[config.mk]
export PLATFORM = sky130hd
export DESIGN_NAME = eeprom_serial_slave
export DESIGN_NICKNAME = d
export VERILOG_FILES = /design/src/common/eeprom_pkg.sv /design/src/rtl/line_sampler.sv /design/src/rtl/sync_fifo.sv /design/src/rtl/eeprom_serial_slave.sv
export SDC_FILE = /design/constraint.sdc
export NUM_CORES = 2
export LEC_CHECK = 0
export BUFFER_PORTS_ARGS = -buffer_cell sky130_fd_sc_hd__buf_2
export CAP_MARGIN = 30
export CELL_PAD_IN_SITES_DETAIL_PLACEMENT = 1
export CELL_PAD_IN_SITES_GLOBAL_PLACEMENT = 1
export CORE_UTILIZATION = 60
export CTS_CLUSTER_SIZE = 12
export DETAILED_ROUTE_END_ITERATION = 7
export PLACE_DENSITY_LB_ADDON = 0.1
export SLEW_MARGIN = 20
export SYNTH_ARGS = -nofsm -noshare
export SYNTH_HDL_FRONTEND = slang
export SYNTH_MEMORY_MAX_BITS = 65536
export SYNTH_SLANG_ARGS = --single-unit
[constraint.sdc]
create_clock -name sys_clk -period 18.8 [get_ports sys_clk]
set_clock_uncertainty 0.2 [all_clocks]
set_input_delay 2.82 -clock sys_clk [delete_from_list [all_inputs] [get_ports sys_clk]]
set_output_delay 2.82 -clock sys_clk [all_outputs]
set_load 0.02 [all_outputs]
[src/common/eeprom_pkg.sv]
package eeprom_pkg;

    ////////////////////////////////////////////////////////////////////////
    // array geometry
    localparam int ADDR_W = 9;        // nine-bit array address
    localparam int DATA_W = 8;        // byte-wide storage
    localparam int MEM_DEPTH = 512;   // bytes in the array
    localparam int PAGE_BITS = 4;     // low address bits that wrap in a page
    localparam int FIFO_DEPTH = 32;   // words of write staging

    ////////////////////////////////////////////////////////////////////////
    // slave address field positions
    localparam int DEV_RW_BIT = 0;    // one selects read
    localparam int DEV_BLK_BIT = 1;   // ninth array address bit
    localparam int DEV_CS_LSB = 2;    // two chip-select bits
    localparam int DEV_TYPE_LSB = 4;  // four-bit device-type field

    ////////////////////////////////////////////////////////////////////////
    // reset values
    localparam logic [8:0] RST_ADDR = 9'h000;
    localparam logic [3:0] RST_LINES = 4'hf;  // bus idles high

    ////////////////////////////////////////////////////////////////////////
    // timing
    localparam int WRITE_TIME_US = 5000;      // self-timed write cycle
    localparam int CLK_FREQ_MHZ = 50;
    localparam int WRITE_CYCLES = WRITE_TIME_US * CLK_FREQ_MHZ;

    ////////////////////////////////////////////////////////////////////////
    // carriers and enumerations
    typedef struct packed {
        logic [8:0] addr;   // target location
        logic [7:0] data;   // byte to store
    } wr_entry_t;

    typedef struct packed {
        logic sclLevel;       // synchronised clock level
        logic sdaLevel;       // synchronised data level
        logic sclRise;        // clock rose
        logic sclFall;        // clock fell
        logic start;          // data fell while clock high
        logic stop;           // data rose while clock high
        logic [1:0] chipSel;  // {high pin, low pin}
    } line_ev_t;

    typedef enum logic [2:0] {ST_IDLE, ST_RECV, ST_ACK, ST_SEND, ST_RACK} bus_state_t;
    typedef enum logic [1:0] {BK_DEV, BK_WORD, BK_DATA} byte_kind_t;

endpackage : eeprom_pkg

[src/rtl/line_sampler.sv]
`timescale 1ns/1ps
module line_sampler (
    // clock and reset
    input wire logic sys_clk,
    input wire logic rst,
    // raw pins
    input wire logic scl,
    input wire logic sdaIn,
    input wire logic [1:0] chipSel,
    // sampled events
    output eeprom_pkg::line_ev_t ev
);

    logic [3:0] syncA;   // first stage, read only by syncB
    logic [3:0] syncB;   // second stage
    logic [3:0] prev;    // previous settled sample

    ////////////////////////////////////////////////////////////////////////
    // two-flop synchroniser for all pins
    always_ff @(posedge sys_clk or posedge rst) begin
        if (rst) begin
            syncA <= eeprom_pkg::RST_LINES;
            syncB <= eeprom_pkg::RST_LINES;
            prev <= eeprom_pkg::RST_LINES;
        end else begin
            syncA <= {chipSel, sdaIn, scl};
            syncB <= syncA;
            prev <= syncB;
        end
    end

    ////////////////////////////////////////////////////////////////////////
    // edge and start/stop detection, registered
    always_ff @(posedge sys_clk or posedge rst) begin
        if (rst) begin
            ev <= '0;
        end else begin
            ev.sclLevel <= syncB[0];
            ev.sdaLevel <= syncB[1];
            ev.sclRise <= syncB[0] & ~prev[0];
            ev.sclFall <= ~syncB[0] & prev[0];
            // data moving under a high clock is a frame marker
            ev.start <= syncB[0] & prev[0] & prev[1] & ~syncB[1];
            ev.stop <= syncB[0] & prev[0] & ~prev[1] & syncB[1];
            ev.chipSel <= syncB[3:2];
        end
    end

endmodule : line_sampler

[src/rtl/sync_fifo.sv]
`timescale 1ns/1ps
module sync_fifo #(
    parameter int WIDTH = 17,
    parameter int DEPTH = 32
) (
    // clock and reset
    input wire logic sys_clk,
    input wire logic rst,
    // fill side
    input wire logic inValid,
    output logic inReady,
    input wire logic [WIDTH-1:0] inData,
    // drain side
    output logic outValid,
    input wire logic outReady,
    output logic [WIDTH-1:0] outData
);

    localparam int PTR_W = (DEPTH > 1) ? $clog2(DEPTH) : 1;

    generate
        if (DEPTH < 2 || (DEPTH & (DEPTH - 1)) != 0) begin : g_bad
            $error("fifo depth must be a power of two");
        end
    endgenerate

    logic [WIDTH-1:0] store [0:DEPTH-1];  // entry storage
    logic [PTR_W-1:0] wrPtr;
    logic [PTR_W-1:0] rdPtr;
    logic [PTR_W:0] count;                // honest occupancy
    logic doPush;
    logic doPop;

    assign inReady = (count != (PTR_W+1)'(DEPTH));
    assign outValid = (count != '0);
    assign doPush = inValid & inReady;
    assign doPop = outValid & outReady;
    assign outData = store[rdPtr];

    ////////////////////////////////////////////////////////////////////////
    // storage, no reset needed
    always_ff @(posedge sys_clk) begin
        if (doPush) begin
            store[wrPtr] <= inData;
        end
    end

    ////////////////////////////////////////////////////////////////////////
    // pointers and count
    always_ff @(posedge sys_clk or posedge rst) begin
        if (rst) begin
            wrPtr <= '0;
            rdPtr <= '0;
            count <= '0;
        end else begin
            if (doPush) begin
                wrPtr <= wrPtr + 1'b1;
            end
            if (doPop) begin
                rdPtr <= rdPtr + 1'b1;
            end
            count <= count + (PTR_W+1)'(doPush) - (PTR_W+1)'(doPop);
        end
    end

endmodule : sync_fifo

[src/rtl/eeprom_serial_slave.sv]
`timescale 1ns/1ps
module eeprom_serial_slave #(
    parameter logic [3:0] DEV_TYPE = 4'h6,  // arbitrary type code
    parameter int WRITE_CYCLES = eeprom_pkg::WRITE_CYCLES,
    parameter int FIFO_DEPTH = eeprom_pkg::FIFO_DEPTH
) (
    // clock and reset
    input wire logic sys_clk,
    input wire logic rst,
    // two-wire bus
    input wire logic scl,
    input wire logic sdaIn,
    output logic sdaOut,
    output logic sdaOe,
    // address straps
    input wire logic chipSelectLowPin,
    input wire logic chipSelectHighPin,
    input wire logic unusedAddressPin,
    // status
    output logic writeBusy
);

    localparam int CNT_W = $clog2(WRITE_CYCLES + 1);
    localparam int ENTRY_W = $bits(eeprom_pkg::wr_entry_t);

    generate
        if (WRITE_CYCLES < 1) begin : g_bad_wait
            $error("write cycle count must be at least one");
        end
        if (FIFO_DEPTH < 16) begin : g_bad_depth
            $error("fifo must hold a full page");
        end
    endgenerate

    ////////////////////////////////////////////////////////////////////////
    // declarations
    eeprom_pkg::line_ev_t ev;            // sampled bus events
    eeprom_pkg::bus_state_t state;       // protocol position
    eeprom_pkg::byte_kind_t kind;        // meaning of current byte
    logic [3:0] bitCnt;                  // bits moved in this byte
    logic gotByte;                       // eight bits received
    logic [7:0] shiftReg;                // serial byte
    logic readMode;                      // operation selected
    logic blockBit;                      // ninth address bit
    logic [8:0] addr;                    // address counter
    logic acked;                         // master ack sample
    logic pendingWrite;                  // data staged for commit
    logic busy;                          // internal write running
    logic [CNT_W-1:0] waitCnt;           // write cycle timer
    logic [7:0] mem [0:eeprom_pkg::MEM_DEPTH-1];  // the array
    logic devMatch;
    logic byteDone;
    logic ackNow;
    logic loadRead;
    logic [7:0] readByte;
    logic pushValid;
    logic pushReady;
    eeprom_pkg::wr_entry_t pushData;
    logic popValid;
    logic popReady;
    eeprom_pkg::wr_entry_t popData;

    ////////////////////////////////////////////////////////////////////////
    // pin sampling
    line_sampler u_sampler (
        .sys_clk(sys_clk),
        .rst(rst),
        .scl(scl),
        .sdaIn(sdaIn),
        .chipSel({chipSelectHighPin, chipSelectLowPin}),
        .ev(ev)
    );

    // the unused strap is only required to be tied low; no logic needs it
    assign sdaOut = 1'b0;     // open drain: only ever pulls low
    assign writeBusy = busy;

    ////////////////////////////////////////////////////////////////////////
    // decode terms
    // compare type field and straps against this device
    assign devMatch = (shiftReg[eeprom_pkg::DEV_TYPE_LSB +: 4] == DEV_TYPE)
                    && (shiftReg[eeprom_pkg::DEV_CS_LSB +: 2] == ev.chipSel);
    // a byte is judged on the fall that closes its eighth clock
    assign byteDone = (state == eeprom_pkg::ST_RECV) && gotByte && ev.sclFall;
    assign pushValid = byteDone && (kind == eeprom_pkg::BK_DATA);
    // a full staging fifo refuses the byte by withholding ack
    assign ackNow = byteDone && ((kind == eeprom_pkg::BK_DEV) ? devMatch :
                    (kind == eeprom_pkg::BK_WORD) ? 1'b1 : pushReady);
    assign readByte = mem[addr];
    // a read byte is fetched after the address ack or an acked byte
    assign loadRead = ev.sclFall && !busy && !ev.start && !ev.stop &&
                      (((state == eeprom_pkg::ST_ACK) && readMode &&
                        (kind == eeprom_pkg::BK_DEV)) ||
                       ((state == eeprom_pkg::ST_RACK) && acked));
    assign pushData.addr = addr;
    assign pushData.data = shiftReg;
    assign popReady = busy;   // drain only inside the write cycle

    ////////////////////////////////////////////////////////////////////////
    // protocol state
    always_ff @(posedge sys_clk or posedge rst) begin
        if (rst) begin
            state <= eeprom_pkg::ST_IDLE;
            kind <= eeprom_pkg::BK_DEV;
        end else if (busy) begin
            // inputs disabled while committing
            state <= eeprom_pkg::ST_IDLE;
        end else if (ev.stop) begin
            state <= eeprom_pkg::ST_IDLE;
        end else if (ev.start) begin
            // repeated start is also accepted here
            state <= eeprom_pkg::ST_RECV;
            kind <= eeprom_pkg::BK_DEV;
        end else begin
            case (state)
                eeprom_pkg::ST_RECV: begin
                    if (byteDone) begin
                        state <= ackNow ? eeprom_pkg::ST_ACK : eeprom_pkg::ST_IDLE;
                    end
                end
                eeprom_pkg::ST_ACK: begin
                    if (ev.sclFall) begin
                        if (readMode && kind == eeprom_pkg::BK_DEV) begin
                            state <= eeprom_pkg::ST_SEND;
                        end else begin
                            state <= eeprom_pkg::ST_RECV;
                            // data bytes keep coming until the stop
                            kind <= (kind == eeprom_pkg::BK_DEV) ? eeprom_pkg::BK_WORD :
                                    eeprom_pkg::BK_DATA;
                        end
                    end
                end
                eeprom_pkg::ST_SEND: begin
                    if (ev.sclFall && bitCnt == 4'h8) begin
                        state <= eeprom_pkg::ST_RACK;
                    end
                end
                eeprom_pkg::ST_RACK: begin
                    if (ev.sclFall) begin
                        // no ack: quit sending, wait for the stop
                        state <= acked ? eeprom_pkg::ST_SEND : eeprom_pkg::ST_IDLE;
                    end
                end
                default: begin
                    state <= eeprom_pkg::ST_IDLE;
                end
            endcase
        end
    end

    ////////////////////////////////////////////////////////////////////////
    // bit shifting and counting
    always_ff @(posedge sys_clk or posedge rst) begin
        if (rst) begin
            bitCnt <= 4'h0;
            gotByte <= 1'b0;
            shiftReg <= 8'h00;
        end else if (busy || ev.start || ev.stop) begin
            bitCnt <= 4'h0;
            gotByte <= 1'b0;
        end else if (loadRead) begin
            shiftReg <= readByte;
            bitCnt <= 4'h1;
        end else begin
            case (state)
                eeprom_pkg::ST_RECV: begin
                    if (ev.sclRise && !gotByte) begin
                        // sample on the rising edge, msb first
                        shiftReg <= {shiftReg[6:0], ev.sdaLevel};
                        bitCnt <= bitCnt + 4'h1;
                        gotByte <= (bitCnt == 4'h7);
                    end
                end
                eeprom_pkg::ST_ACK: begin
                    bitCnt <= 4'h0;
                    gotByte <= 1'b0;
                end
                eeprom_pkg::ST_SEND: begin
                    if (ev.sclFall && bitCnt != 4'h8) begin
                        shiftReg <= {shiftReg[6:0], 1'b0};
                        bitCnt <= bitCnt + 4'h1;
                    end
                end
                default: begin
                    bitCnt <= bitCnt;
                end
            endcase
        end
    end

    ////////////////////////////////////////////////////////////////////////
    // data line drive; every change except a release on start, stop or busy lands on a low clock
    always_ff @(posedge sys_clk or posedge rst) begin
        if (rst) begin
            sdaOe <= 1'b0;
        end else if (busy || ev.start || ev.stop) begin
            sdaOe <= 1'b0;
        end else if (ackNow) begin
            sdaOe <= 1'b1;
        end else if (loadRead) begin
            sdaOe <= ~readByte[7];
        end else if (ev.sclFall) begin
            // only a sending byte drives; after the eighth bit the ack slot is released
            sdaOe <= (state == eeprom_pkg::ST_SEND) && (bitCnt != 4'h8)
                     && !shiftReg[6];
        end
    end

    ////////////////////////////////////////////////////////////////////////
    // master acknowledge sampling and operation selection
    always_ff @(posedge sys_clk or posedge rst) begin
        if (rst) begin
            acked <= 1'b0;
            readMode <= 1'b0;
            blockBit <= 1'b0;
        end else begin
            if (state == eeprom_pkg::ST_RACK && ev.sclRise) begin
                acked <= ~ev.sdaLevel;
            end
            if (ackNow && kind == eeprom_pkg::BK_DEV) begin
                readMode <= shiftReg[eeprom_pkg::DEV_RW_BIT];
                blockBit <= shiftReg[eeprom_pkg::DEV_BLK_BIT];
            end
        end
    end

    ////////////////////////////////////////////////////////////////////////
    // address counter
    always_ff @(posedge sys_clk or posedge rst) begin
        if (rst) begin
            addr <= eeprom_pkg::RST_ADDR;
        end else if (ackNow && kind == eeprom_pkg::BK_WORD) begin
            addr <= {blockBit, shiftReg};
        end else if (pushValid && pushReady) begin
            // the page bits wrap, the upper five stay put
            addr <= {addr[8:4], addr[3:0] + 4'h1};
        end else if (loadRead) begin
            addr <= addr + 9'h001;
        end
    end

    ////////////////////////////////////////////////////////////////////////
    // write staging; overwrites inside a page land in order
    sync_fifo #(
        .WIDTH(ENTRY_W),
        .DEPTH(FIFO_DEPTH)
    ) u_stage (
        .sys_clk(sys_clk),
        .rst(rst),
        .inValid(pushValid),
        .inReady(pushReady),
        .inData(pushData),
        .outValid(popValid),
        .outReady(popReady),
        .outData(popData)
    );

    ////////////////////////////////////////////////////////////////////////
    // self-timed write cycle, started by the stop
    always_ff @(posedge sys_clk or posedge rst) begin
        if (rst) begin
            busy <= 1'b0;
            waitCnt <= '0;
            pendingWrite <= 1'b0;
        end else if (!busy) begin
            if (ev.stop && (pendingWrite || (pushValid && pushReady))) begin
                busy <= 1'b1;
                waitCnt <= CNT_W'(WRITE_CYCLES - 1);
                pendingWrite <= 1'b0;
            end else if (pushValid && pushReady) begin
                pendingWrite <= 1'b1;  // kept across a repeated start
            end
        end else if (waitCnt != '0) begin
            waitCnt <= waitCnt - 1'b1;
        end else if (!popValid) begin
            busy <= 1'b0;
        end
    end

    ////////////////////////////////////////////////////////////////////////
    // array write port fed from staging
    always_ff @(posedge sys_clk) begin
        if (popValid && popReady) begin
            mem[popData.addr] <= popData.data;
        end
    end
endmodule : eeprom_serial_slave

==> qor.csv <==
metric,value,unit
ff2ff_setup_slack,11.33,ns
ys_ff_latch,4724,
ys_types,81,
avgSynthCellArea,21.4,µm²
critPathLaunchType,register,
yosys_warnings,0,
cts.path.max_buffers,4,
holdBufCountCts,0,
tightest_slew,1.27,ns
rsz0062_at_grt,false,
r2r_end,mem[262][2]$_DFFE_PP_,
vias,93400,
syn_nets,8621,
die_h,555,µm
cp_max_fo,52,
core,304000,µm²
cts-root-buf,clkbuf_16,
final_cell_mix,"4,640 x edfxtp_1, 1,142 x mux4_2, 618 x nor2_1",
cts_htree_levels,5,
num_rows,202,
cp-startpoint,u_stage.rdPtr[1]$_DFFE_PP0P_,
cts_setup_buffers,0,
grt_usage,34.0,%
path_clk_slew,0.06,ns
drv_cap,0,
r2r_start,u_stage.rdPtr[1]$_DFFE_PP0P_,
viasPerCell,7.05,
outcome,completed,
slowest_stage,nor2_1,
arrival,7.87,ns
fillers,23400,
p_leak,61.3,nW
required,19.20,ns
place_congestion,0.849,
clock_sinks,4724,
cp_num_buf_inv,3,
total_power,20.0,mW
cts_resized,0,
finalHoldViolations,0,
cts_buffers,469,
slew_violations,0,
crit_end,mem[262][2]$_DFFE_PP_,
fin_crit_sh,39.7,%
maxSlewHeadroom,15.3,%
holdCritPathClass,reg2reg,
fmax,134,MHz
wirelength,521000,µm
wl_per_cell,39.4,µm
path_depth,10,
place_hpwl,306000,µm
ir_drop,0.0878,mV
seqCellArea,141000,µm²
fin_setup_tns,0,ns
setup_viol,0,
drive_above_1_share,23.1,%
fin_crit,7.47,ns
initial_core_util,60.5,%
drc,0,
netlist_area,184000,µm²
die_w,555,µm
layout_commonest_cell,edfxtp_1,
postRouteAntennaNets,0,
antenna_found_initial,31,
drt_iter0_markers,12900,
numPortBuffers,7,
first_pass_iters,6,
critPathMaxStageDelay,0.89,ns
synth_cells,8595,
synth_edf_count,4640,
clk_latency,1.00,ns
power.density,98.8,nW/µm²
cts_tree,yes,
dominantRegCellSynth,edfxtp_1,
path_cells,"buf_4, buf_4, mux4_2, mux4_2, mux2i_1, nand2_1, nor2_1, nand2_4, buf_4, nor2_1",
critPathTopFamily,simple AND/OR/NAND/NOR gates,
crit_type,reg2reg,
r2r_cells,10,
nets,8846,
endpoint_kind,register,
grt_start_max_net_pins,165,
synthArstFlopShare,1.78,%
die-area,308000,µm²
grt_first_pass_wirelength,729000,µm
seq_area_frac_synth,77.1,%
multiInputGateArea,39900,µm²
grt_pass1_vias,95700,
grt.overflow.total,0,
cp_common_cell,buf_4,
area_growth,10.5,%
io_pins,10,
-- sequential cells by signal, indices dropped and copies added, names as in the netlist, 2 cells and up --
register	count
mem	4096
bitCnt	4
u_sampler.syncA	4
state	3
u_stage.wrPtr	5
u_stage.count	6
waitCnt	18
u_sampler.prev	2
addr	9
shiftReg	8
u_sampler.syncB	4
u_stage.rdPtr	5
u_stage.store	544
kind	2
u_sampler.ev	7
-- cells by family after synthesis --
kind of cell / after synthesis / share of synthesized area (%)
adders and majority gates: 19 / 0.134
buffers and inverters: 542 / 1.43
DFF: 4724 / 77.1
muxes: 1556 / 16.3
xor gates and xnor gates: 31 / 0.148
AOI/OAI and AO/OA: 634 / 2.40
other: 1 / 0.00204
and+or+nand+nor: 1088 / 2.50
-- synth_stat cells, types with 18 or more instances --
cell type	count	area, µm²
nand3_1	39	195
dfrtp_1	74	1850
buf_4	49	368
clkbuf_1	185	694
nor2_1	658	2470
ha_1	18	225
nor3_1	30	150
a21oi_1	117	586
mux4_2	1142	25700
o21ai_0	111	556
buf_2	206	1030
o22ai_1	57	357
inv_1	24	90.1
a211oi_1	27	203
mux2i_1	375	3750
nand2_1	231	867
mux2_2	37	417
a221oi_1	49	429
a22oi_1	53	398
buf_6	20	225
xnor2_1	21	184
a2111oi_0	19	166
o221ai_1	71	622
edfxtp_1	4640	139000
buf_1	53	199
-- power breakdown --
part	total (mW)	internal, mW	switching (mW)
clock	8.58	4.73	3.85
combinational	0.0395	0.00849	0.0310
sequential	11.4	11.4	0.00741
total	20.0	16.1	3.89
-- layer usage --
metal | up-vias | wire, µm | track usage (%)
met5 | - | 28 | 0
met3 | 1138 | 55500 | 6.72
met2 | 5963 | 248000 | 52.7
met4 | 4 | 24400 | 15.3
li1 | 36300 | - | -
met1 | 50000 | 193000 | 47.7
-- layout make-up --
| cell class | instances | area share [%] |
|---|---|---|
| clock buffer | 641 | 6.25 |
| antenna | 27 | 0.0333 |
| tap | 4080 | 2.52 |
| clock inverter | 142 | 0.463 |
| inverter | 29 | 0.0598 |
| timing repair buffer | 267 | 1.22 |
| multi-input combinational | 3329 | 19.7 |
| sequential | 4724 | 69.8 |
-- how the worst min path moves through the flow --
stage                                 startpoint                            to  cells after the start
global placement    u_sampler.syncA[3]$_DFF_PP1_  u_sampler.syncB[3]$_DFF_PP1_                      0
global route        u_sampler.syncA[2]$_DFF_PP1_  u_sampler.syncB[2]$_DFF_PP1_                      0
finish              u_sampler.syncA[2]$_DFF_PP1_  u_sampler.syncB[2]$_DFF_PP1_                      0
floorplan           u_sampler.syncA[0]$_DFF_PP1_  u_sampler.syncB[0]$_DFF_PP1_                      0
CTS                 u_sampler.syncA[2]$_DFF_PP1_  u_sampler.syncB[2]$_DFF_PP1_                      0
detailed placement  u_sampler.syncA[2]$_DFF_PP1_  u_sampler.syncB[2]$_DFF_PP1_                      0
-- metrics by stage --
stage | hold slack (ns) | utilization, % | std cells | setup WS [ns] | area [µm²]
global placement | 0.150 | 62.1 | 12400 | 11.57 | 189000
CTS | 0.160 | 66.7 | 13200 | 11.38 | 202000
floorplan | 0.145 | - | 8595 | 11.93 | 184000
global route | 0.167 | 66.8 | 13200 | 11.21 | 203000
detailed placement | 0.148 | 62.2 | 12400 | 11.44 | 189000
finish | 0.162 | 66.8 | 13200 | 11.33 | 203000
-- worst reg2reg max path, cell delays in order (launching register included) --
cell and delay (ns):
dfrtp_4 0.86, buf_4 0.69, buf_4 0.77, mux4_2 0.47
mux4_2 0.50, mux2i_1 0.75, nand2_1 0.12, nor2_1 0.58
nand2_4 0.58, buf_4 0.66, nor2_1 0.91
(Power assumes the default switching activity.)
